### src/logic/phymi_pkg.sv
// shared types and constants for the mac-side media interface
package phymi_pkg;

   // mac interface flavour and line speed
   typedef enum logic [1:0] {PHYMI_MII, PHYMI_GMII, PHYMI_RGMII} phymi_mode_t;
   typedef enum logic [1:0] {PHYMI_10M, PHYMI_100M, PHYMI_1000M} phymi_speed_t;

   // receive word from the line side: one byte plus its error flag
   typedef struct packed {
      logic       err;
      logic [7:0] data;
   } phymi_rx_word_t;

   // decoded transmit byte toward the line coder
   typedef struct packed {
      logic       invalid;
      logic [7:0] data;
   } phymi_tx_byte_t;

   // transmit pins from the mac, synchronised as one bundle
   typedef struct packed {
      logic       gtx;
      logic       en;
      logic       er;
      logic [7:0] d;
   } phymi_pins_t;

   localparam int RX_WORD_W     = 9;
   localparam int RX_FIFO_DEPTH = 32;

   // clock periods in ns
   localparam int CLK_PERIOD_NS     = 5;
   localparam int CLK10_PERIOD_NS   = 400;
   localparam int CLK100_PERIOD_NS  = 40;
   localparam int CLK1000_PERIOD_NS = 8;

   // quarter periods of the generated clocks in system cycles, at least one
   localparam int QTR10_RAW   = (CLK10_PERIOD_NS / 4) / CLK_PERIOD_NS;
   localparam int QTR100_RAW  = (CLK100_PERIOD_NS / 4) / CLK_PERIOD_NS;
   localparam int QTR1000_RAW = (CLK1000_PERIOD_NS / 4) / CLK_PERIOD_NS;
   localparam int QTR10_CYC   = (QTR10_RAW < 1) ? 1 : QTR10_RAW;
   localparam int QTR100_CYC  = (QTR100_RAW < 1) ? 1 : QTR100_RAW;
   localparam int QTR1000_CYC = (QTR1000_RAW < 1) ? 1 : QTR1000_RAW;
   localparam int QCNT_W      = 7;

   // quarter phases of the generated clocks
   localparam logic [1:0] PH_RISE     = 2'h0;
   localparam logic [1:0] PH_MID_HIGH = 2'h1;
   localparam logic [1:0] PH_FALL     = 2'h2;
   localparam logic [1:0] PH_MID_LOW  = 2'h3;

endpackage

### src/logic/phymi_media_if.sv
// mac-side media interface: rx pin drive, tx decode, col and crs
// Functional notes
// - low receive nibble driven in every mode
// - upper receive bits used only in gmii
// - rgmii tx control: enable and error, ddr
// - rx valid high while data on bus
// - rgmii rx control: valid and error, ddr
// - rx error high on detected receive error
// - rgmii leaves separate rx error unused
// - half duplex collision on tx and rx
// - full duplex holds collision low
// - rgmii leaves collision and carrier unused
// - half duplex carrier on rx or tx
// - full duplex carrier only on receive, below 1000M; held low at 1000M
// - mii tx clock from device, continuous
// - rx clock rate follows line speed
// - tx error marks invalid code-groups
`timescale 1ns/10ps
`default_nettype none
module phymi_media_if #(
   parameter int FIFO_DEPTH = phymi_pkg::RX_FIFO_DEPTH
) (
   input  wire logic                      clk_in,
   input  wire logic                      rst_in,
   input  wire phymi_pkg::phymi_mode_t    mode_in,
   input  wire phymi_pkg::phymi_speed_t   speed_in,
   input  wire logic                      full_duplex_in,
   input  wire logic                      line_carrier_in,
   input  wire phymi_pkg::phymi_rx_word_t rx_word_in,
   input  wire logic                      rx_valid_in,
   output logic                           rx_ready_out,
   input  wire logic                      gtx_clk_in,
   input  wire logic [7:0]                txd_in,
   input  wire logic                      tx_en_ctrl_in,
   input  wire logic                      tx_er_in,
   output logic                           rx_clk_out,
   output logic [7:0]                     rxd_out,
   output logic                           rx_dv_ctrl_out,
   output logic                           rx_er_out,
   output logic                           col_out,
   output logic                           crs_out,
   output logic                           tx_clk_out,
   output phymi_pkg::phymi_tx_byte_t      tx_byte_out,
   output logic                           tx_byte_valid_out,
   output logic                           tx_active_out
);

   typedef struct packed {
      phymi_pkg::phymi_mode_t    mode;
      phymi_pkg::phymi_speed_t   speed;
      logic                      fd;
      phymi_pkg::phymi_pins_t    s1;
      phymi_pkg::phymi_pins_t    s2;
      phymi_pkg::phymi_pins_t    s3;
      logic [phymi_pkg::QCNT_W-1:0] qcnt;
      logic [1:0]                ph;
      logic                      rxclk;
      logic                      txclk;
      logic [7:0]                rxd;
      logic                      dvc;
      logic                      rxer;
      logic                      hi_pend;
      phymi_pkg::phymi_rx_word_t cur;
      logic                      col;
      logic                      crs;
      logic [3:0]                tx_nib;
      logic                      tx_nib_er;
      logic                      tx_half;
      logic                      tx_en_r;
      phymi_pkg::phymi_tx_byte_t txb;
      logic                      txv;
      logic                      txact;
   } phymi_st_t;

   phymi_st_t                 q;
   phymi_st_t                 d;
   phymi_pkg::phymi_pins_t    pins;
   phymi_pkg::phymi_rx_word_t fifo_word;
   logic                      fifo_valid;
   logic                      pop;
   logic                      tick;
   logic                      gtx_rise;
   logic                      gtx_fall;
   logic                      is_rgmii;

   function automatic logic [phymi_pkg::QCNT_W-1:0] quarter(
      input phymi_pkg::phymi_speed_t s
   );
      case (s)
         phymi_pkg::PHYMI_10M:
            quarter = phymi_pkg::QCNT_W'(phymi_pkg::QTR10_CYC);
         phymi_pkg::PHYMI_100M:
            quarter = phymi_pkg::QCNT_W'(phymi_pkg::QTR100_CYC);
         default:
            quarter = phymi_pkg::QCNT_W'(phymi_pkg::QTR1000_CYC);
      endcase
   endfunction

   phymi_fifo #(
      .WIDTH (phymi_pkg::RX_WORD_W),
      .DEPTH (FIFO_DEPTH)
   ) u_rx_fifo (
      .clk_in        (clk_in),
      .rst_in        (rst_in),
      .in_valid_in   (rx_valid_in),
      .in_data_in    (rx_word_in),
      .in_ready_out  (rx_ready_out),
      .out_valid_out (fifo_valid),
      .out_data_out  (fifo_word),
      .out_ready_in  (pop)
   );

   assign pins     = '{gtx: gtx_clk_in, en: tx_en_ctrl_in, er: tx_er_in,
                       d: txd_in};
   assign tick     = (q.qcnt == '0);
   // mac clock edges seen between the second and third sync stage
   assign gtx_rise = q.s2.gtx && !q.s3.gtx;
   assign gtx_fall = !q.s2.gtx && q.s3.gtx;
   assign is_rgmii = (q.mode == phymi_pkg::PHYMI_RGMII);

   always_comb
   begin
      d       = q;
      pop     = 1'b0;
      d.mode  = mode_in;
      d.speed = speed_in;
      d.fd    = full_duplex_in;
      d.s1    = pins;
      d.s2    = q.s1;
      d.s3    = q.s2;
      d.txv   = 1'b0;
      d.qcnt  = tick ? quarter(q.speed) - 1'b1 : q.qcnt - 1'b1;

      // quarter-phase clock generator and receive pin drive
      if (tick)
      begin
         d.ph = q.ph + 1'b1;
         case (q.ph)
            phymi_pkg::PH_RISE:
            begin
               d.rxclk = 1'b1;
               d.txclk = 1'b1;
            end
            phymi_pkg::PH_MID_HIGH:
            begin
               if (is_rgmii)
               begin
                  d.rxd = {4'h0, q.cur.data[7:4]};
                  // falling edge carries valid xor error
                  d.dvc = q.dvc ^ (q.dvc && q.cur.err);
               end
            end
            phymi_pkg::PH_FALL:
            begin
               d.rxclk = 1'b0;
               d.txclk = 1'b0;
            end
            phymi_pkg::PH_MID_LOW:
            begin
               if (q.mode == phymi_pkg::PHYMI_MII && q.hi_pend)
               begin
                  d.rxd     = {4'h0, q.cur.data[7:4]};
                  d.hi_pend = 1'b0;
               end
               else if (fifo_valid)
               begin
                  pop       = 1'b1;
                  d.cur     = fifo_word;
                  // valid while data sits on the bus
                  d.dvc     = 1'b1;
                  d.hi_pend = (q.mode == phymi_pkg::PHYMI_MII);
                  if (q.mode == phymi_pkg::PHYMI_GMII)
                  begin
                     d.rxd = fifo_word.data;
                  end
                  else
                  begin
                     d.rxd = {4'h0, fifo_word.data[3:0]};
                  end
                  // rgmii keeps the rx error pin low
                  d.rxer = fifo_word.err && !is_rgmii;
               end
               else
               begin
                  d.cur     = '0;
                  d.dvc     = 1'b0;
                  d.rxer    = 1'b0;
                  d.rxd     = 8'h00;
                  d.hi_pend = 1'b0;
               end
            end
            default:
            begin
               d.ph = phymi_pkg::PH_RISE;
            end
         endcase
      end

      // transmit decode; the mac clock times these pins in gmii and rgmii, the device tx clock in mii
      case (q.mode)
         phymi_pkg::PHYMI_MII:
         begin
            if (tick && q.ph == phymi_pkg::PH_RISE)
            begin
               d.txact = q.s3.en;
               if (!q.s3.en)
               begin
                  d.tx_half = 1'b0;
               end
               else if (!q.tx_half)
               begin
                  d.tx_nib    = q.s3.d[3:0];
                  d.tx_nib_er = q.s3.er;
                  d.tx_half   = 1'b1;
               end
               else
               begin
                  d.txb.data    = {q.s3.d[3:0], q.tx_nib};
                  d.txb.invalid = q.s3.er || q.tx_nib_er;
                  d.txv         = 1'b1;
                  d.tx_half     = 1'b0;
               end
            end
         end
         phymi_pkg::PHYMI_GMII:
         begin
            // sampled on mac clock rising edge
            if (gtx_rise)
            begin
               d.txact = q.s3.en;
               if (q.s3.en)
               begin
                  d.txb.data    = q.s3.d;
                  d.txb.invalid = q.s3.er;
                  d.txv         = 1'b1;
               end
            end
         end
         phymi_pkg::PHYMI_RGMII:
         begin
            if (gtx_rise)
            begin
               d.tx_nib  = q.s3.d[3:0];
               d.tx_en_r = q.s3.en;
               d.txact   = q.s3.en;
            end
            else if (gtx_fall && q.tx_en_r)
            begin
               d.txb.data    = {q.s3.d[3:0], q.tx_nib};
               // falling edge control is enable xor error
               d.txb.invalid = q.tx_en_r ^ q.s3.en;
               d.txv         = 1'b1;
            end
         end
         default:
         begin
            d.txact = 1'b0;
         end
      endcase

      // collision on simultaneous activity, half duplex
      d.col = !q.fd && !is_rgmii && q.txact && line_carrier_in;
      if (is_rgmii)
      begin
         d.crs = 1'b0;
      end
      else if (!q.fd)
      begin
         d.crs = q.txact || line_carrier_in;
      end
      else
      begin
         d.crs = line_carrier_in && (q.speed != phymi_pkg::PHYMI_1000M);
      end
   end

   always_ff @(posedge clk_in)
   begin
      if (rst_in)
      begin
         q <= '0;
      end
      else
      begin
         q <= d;
      end
   end

   assign rx_clk_out        = q.rxclk;
   assign rxd_out           = q.rxd;
   assign rx_dv_ctrl_out    = q.dvc;
   assign rx_er_out         = q.rxer;
   assign col_out           = q.col;
   assign crs_out           = q.crs;
   assign tx_clk_out        = q.txclk;
   assign tx_byte_out       = q.txb;
   assign tx_byte_valid_out = q.txv;
   assign tx_active_out     = q.txact;
endmodule // phymi_media_if
`default_nettype wire

### src/logic/phymi_fifo.sv
// receive word fifo with valid/ready on both sides
`timescale 1ns/10ps
`default_nettype none
module phymi_fifo #(
   parameter int WIDTH = 9,
   parameter int DEPTH = 32
) (
   input  wire logic             clk_in,
   input  wire logic             rst_in,
   input  wire logic             in_valid_in,
   input  wire logic [WIDTH-1:0] in_data_in,
   output logic                  in_ready_out,
   output logic                  out_valid_out,
   output logic      [WIDTH-1:0] out_data_out,
   input  wire logic             out_ready_in
);
   localparam int AW = $clog2(DEPTH);

   typedef struct packed {
      logic [DEPTH-1:0][WIDTH-1:0] mem;
      logic [AW-1:0]               rd;
      logic [AW-1:0]               wr;
      logic [AW:0]                 cnt;
      logic                        rdy;
   } phymi_fifo_st_t;

   phymi_fifo_st_t q;
   phymi_fifo_st_t d;
   logic           push;
   logic           pop;

   always_comb
   begin
      d    = q;
      push = in_valid_in && q.rdy;
      pop  = out_ready_in && (q.cnt != '0);
      if (push)
      begin
         d.mem[q.wr] = in_data_in;
         d.wr        = q.wr + 1'b1;
      end
      if (pop)
      begin
         d.rd = q.rd + 1'b1;
      end
      if (push && !pop)
      begin
         d.cnt = q.cnt + 1'b1;
      end
      else if (pop && !push)
      begin
         d.cnt = q.cnt - 1'b1;
      end
      d.rdy = (d.cnt < (AW+1)'(DEPTH));
   end

   always_ff @(posedge clk_in)
   begin
      if (rst_in)
      begin
         q <= '0;
      end
      else
      begin
         q <= d;
      end
   end

   assign in_ready_out  = q.rdy;
   assign out_valid_out = (q.cnt != '0);
   assign out_data_out  = q.mem[q.rd];

endmodule // phymi_fifo
`default_nettype wire

### config.mk
export PLATFORM = sky130hd
export DESIGN_NAME = phymi_media_if
export DESIGN_NICKNAME = d
export VERILOG_FILES = /design/src/logic/phymi_pkg.sv /design/src/logic/phymi_media_if.sv /design/src/logic/phymi_fifo.sv
export SDC_FILE = /design/constraint.sdc
export NUM_CORES = 1
export LEC_CHECK = 0
export BUFFER_PORTS_ARGS = -buffer_cell sky130_fd_sc_hd__buf_2
export CAP_MARGIN = 15
export CORE_MARGIN = 2
export CORE_UTILIZATION = 30
export CTS_CLUSTER_DIAMETER = 80
export DETAILED_ROUTE_END_ITERATION = 8
export PLACE_DENSITY = 0.45
export SLEW_MARGIN = 30
export SYNTH_ARGS = -nofsm -noshare
export SYNTH_HDL_FRONTEND = slang
export SYNTH_SLANG_ARGS = --single-unit
export TNS_END_PERCENT = 20
### constraint.sdc
create_clock -name clk_in -period 6.3 [get_ports clk_in]
set_clock_uncertainty 0.1 [all_clocks]
set_input_delay 0.63 -clock clk_in [delete_from_list [all_inputs] [get_ports clk_in]]
set_output_delay 0.63 -clock clk_in [all_outputs]
set_load 0.05 [all_outputs]
; Word-level counts from Yosys, hierarchy flattened
; Cells that the tools add are included.
[classes]
addsub = 7
n_mul = 0
n_div = 0
magnitude_cmp = 4
n_eq_ne = 18
n_shift = 0
muxes = 39
n_bitwise = 4
n_reduce_logical = 45
[ops]
columns = op, n
row1 = $bwmux 288, 1
row2 = $mux 10, 5
row3 = $bmux 9 s5, 1
row4 = $demux 9 s5, 1
row5 = $pmux 10 s3, 1
row6 = $mux 9, 3
row7 = $mux 11, 2
row8 = $mux 20, 1
row9 = $ne 2x2->1 const B, 10
row10 = $mux 6, 3
row11 = $pmux 9 s2, 1
row12 = $logic_and 1x1->1, 16
row13 = $mux 8, 2
row14 = $sub 7x1->7 const B, 2
row15 = $lt 5x6->1 const B, 2
row16 = $add 5x1->5 const B, 2
row17 = $mux 5, 2
row18 = $pmux 5 s2, 1
row19 = $mux 1, 9
row20 = $reduce_and 3->1, 3
row21 = $pmux 4 s2, 1
row22 = $reduce_and 2->1, 4
row23 = $reduce_and 4->1, 2
row24 = $reduce_and 8->1, 1
row25 = other kinds (24), 41
[totals]
regBits = 394
latchBits = 0
ram_bits = 0
rom_bits = 0
wordCells = 188
memories = 0

; Logic depth before layout (Yosys ltp)
[depth]
depth_word = 10
ltp_mapped = 11

; By module
; Synthesis repeated with hierarchy kept, for this count alone.
[unflattened]
cells_unflattened = 2024
area_unflattened_um2 = 17159.0
[by_module_without_submodules]
columns = mod, n_inst, cells_each, area_per_inst_um2, seq_area_each_um2
row1 = phymi_fifo, 1, 1637, 13671.9, 6105.9
row2 = phymi_media_if, 1, 387, 3487.1, 1681.6

; Worst setup path before layout
; No wires, ideal clock.
[synth_timing]
kind = reg2reg
from = register q[42] (netlist name)
to = register (tool-made name)
setup_time_ns = 0.086
arrival_time_ns = 2.309
path_slack_ns = 3.805
stages_incl_launch_ff = 11
n_path_buf = 1
synth_period_minus_slack_ns = 2.495
cell_sequence = dfxtp_1 > ha_1 > inv_1 > a211oi_1 > nand2_1 > ha_1 > clkbuf_1 > inv_1 > o21ai_0 > a21oi_1 > a211oi_1
[synth_lines]
columns = item, line_no
row1 = "start, declared", phymi_media_if.sv:75  ; phymi_st_t q;
row2 = "start signal, assigned", phymi_media_if.sv:281  ; q <= '0;
row3 = "start signal, assigned", phymi_media_if.sv:285  ; q <= d;

==> results.json <==
{
  "status": "finished, final reports clean",
  "ant_nets": 0,
  "power_density_nw_per_um2": 294,
  "port_buffers": 54,
  "clockBufferDepth": 3,
  "final_util_pct": 34.1,
  "slew_headroom_pct": 38.3,
  "diodes": 0,
  "avgSynthCellArea_sq_um": 9.62,
  "period_needed_ns": 3.22,
  "place_congestion": 0.793,
  "drv_cap": 0,
  "ys_seq_elements": 389,
  "nNetsFinal": 1773,
  "syn_inst": 1769,
  "yosysSeqAreaShare_pct": 45.8,
  "cts.root.buffer_cell": "clkbuf_16",
  "first_pass_iters": 7,
  "max_freq_ghz": 0.310,
  "routed_wl_mm": 49.5,
  "drive_gt1_share_pct": 12.4,
  "pre_cts_ws_ns": 3.13,
  "core_sq_um": 56300,
  "slew_violations": 0,
  "final.setup.worst_slack_ns": 3.08,
  "ys.flop_type": "dfxtp_1",
  "pin_count": 55,
  "clock_latency_ns": 0.58,
  "hold_violations": 0,
  "fill_cells": 5796,
  "dieWidth_um": 242,
  "synth_warnings": 0,
  "grt_start_max_net_pins": 206,
  "synth_edf_count": 0,
  "cts_htree_levels": 2,
  "clk_pin_slew_ns": 0.06,
  "power.leakage_uw": 0.00729,
  "cts_tree": "built",
  "netlist_area_sq_um": 17000,
  "ir_worst_vdd_mv": 0.204,
  "path_max_fanout": 12,
  "tightest_slew_ns": 0.925,
  "rsz0062_at_grt": "no",
  "synth.largest_area_cell": "dfxtp_1",
  "reg2reg_slack_ns": 3.08,
  "cp.required_ns": 6.68,
  "worstSetupPathType": "reg2reg",
  "worstSetupStartpointType": "register",
  "setup_violations": 0,
  "post-dp-hpwl_mm": 30.7,
  "grt_pass1_vias": 12400,
  "p_total_uw": 5640,
  "die_area_sq_um": 58600,
  "rows": 87,
  "numCtsBuffers": 46,
  "vias": 12800,
  "initial_core_util_pct": 30.2,
  "post_cts_buffers": 0,
  "cts_num_sinks": 389,
  "post-route-period-util_pct": 51.1,
  "final_common_cell": "dfxtp_1",
  "wire_per_inst_um": 19.6,
  "synth.distinct_cells": 64,
  "viasPerCell": 5.06,
  "yosys-top-cells-area": "dfxtp_1 (46%), mux2i_1 (13%), mux4_2 (5.7%)",
  "track_usage_pct": 16.6,
  "grt_pass1_wl_mm": 76.5,
  "hold_buffers": 0,
  "worstSetupEndpointType": "register",
  "final_cell_mix": "dfxtp_1 (386), nor2_1 (237), mux2i_1 (228), nand2_1 (169), a21oi_1 (146)",
  "die-height_um": 242,
  "synth_nets": 1813,
  "ctsResizeCount": 0,
  "drc_errors": 0,
  "grt_overflow": 0,
  "synthArstFlopShare_pct": 0,
  "setup_tns_ns": 0,
  "min_path_type": "in2reg",
  "yosysTopAreaCellShare_pct": 45.8,
  "arrival_ns": 3.60,
  "drt_iter0_drc": 902,
  "area_growth_pct": 12.9,
  "antenna_found_initial": 1
}
worst paths after layout:
| kind | from | cells after the start | end |
|---|---|---|---|
| setup / recovery | q[42] | 9 | register |
| hold / removal | txd_in[4] | 2 | d[66] |
| setup reg to reg | q[42] | 9 | register |
| hold reg to reg | d[70] | 1 | d[59] |
cells in the mapped netlist, drive strengths merged, types with 6 or more instances:
cell type  count
mux2i        228
a221o          8
nand2        169
nor2         245
inv           16
nand3         53
buf           56
o21ai         81
clkbuf       103
mux4          57
a211oi         7
nand3b         8
a21oi        147
nor3           7
nand4          8
a22o          10
dfxtp        389
and3           7
nand2b        13
ha            15
xnor2          6
a22oi         18
xor2           8
nor2b         48
stage by stage:
| stage | instance area, sq um | hold WS (ns) | cells |
|---|---|---|---|
| 6_report | 19200 | 0.171 | 2521 |
| 4_1_cts | 19200 | 0.130 | 2520 |
| 2_1_floorplan | 17000 | 0.314 | 1769 |
| 3_3_place_gp | 17600 | 0.322 | 2435 |
| 5_1_grt | 19200 | 0.161 | 2521 |
| 3_5_place_dp | 17600 | 0.323 | 2436 |
worst max-delay path, stage by stage (launching register included):
cell and delay [ns]:
dfxtp_1 0.40, ha_1 0.33, inv_1 0.13, a211oi_1 0.69, nand2_1 0.26, ha_1 0.41, nand2b_1 0.29, o21ai_0 0.20
a21oi_1 0.06, a211oi_1 0.24
flip-flops by register name (all words and copies together), names as in the netlist, named ones only:
name / count
tx_byte_out: 9
crs_out: 1
tx_active_out: 1
rx_dv_ctrl_out: 1
u_rx_fifo.in_ready_out: 1
d: 22
q: 38
u_rx_fifo.q: 303
rx_er_out: 1
rxd_out: 8
rx_clk_out: 1
col_out: 1
tx_byte_valid_out: 1
area by class of cell:
class | count | area [sq um] | area share [%]
clock inverters | 17 | 180 | 0.938
clock buffers | 67 | 1370 | 7.13
well taps | 756 | 946 | 4.92
flip-flops and latches | 389 | 7800 | 40.6
multi-input cells | 1205 | 8410 | 43.8
repair buffers | 71 | 453 | 2.36
inverters | 16 | 60.1 | 0.313
metal layers:
layer | vias up | track usage, % | part of all wire (%)
met4 | 2 | 4.14 | 2.2
met1 | 6299 | 23.8 | 48
met2 | 295 | 25.6 | 44
li1 | 6089 | - | -
met3 | 70 | 3.22 | 5.4
met5 | - | 0 | 0.024
kinds of logic (layout without fill, tap and decap cells):
logic type | Yosys count | after routing | synth area share (%)
AOI/OAI and AO/OA | 299 | 299 | 10.4
xor gates and xnor gates | 14 | 14 | 0.721
adders and majority gates | 15 | 15 | 1.10
buffers and inverters | 175 | 171 | 4.83
DFF | 389 | 389 | 45.8
muxes | 289 | 289 | 21.5
and+or+nand+nor | 588 | 588 | 15.7
power by group:
| part | internal, uW | switching, uW | total (uW) |
|---|---|---|---|
| registers | 2500 | 46.2 | 2550 |
| logic | 124 | 254 | 378 |
| clock network | 1630 | 1090 | 2720 |
(Power assumes the default switching activity.)
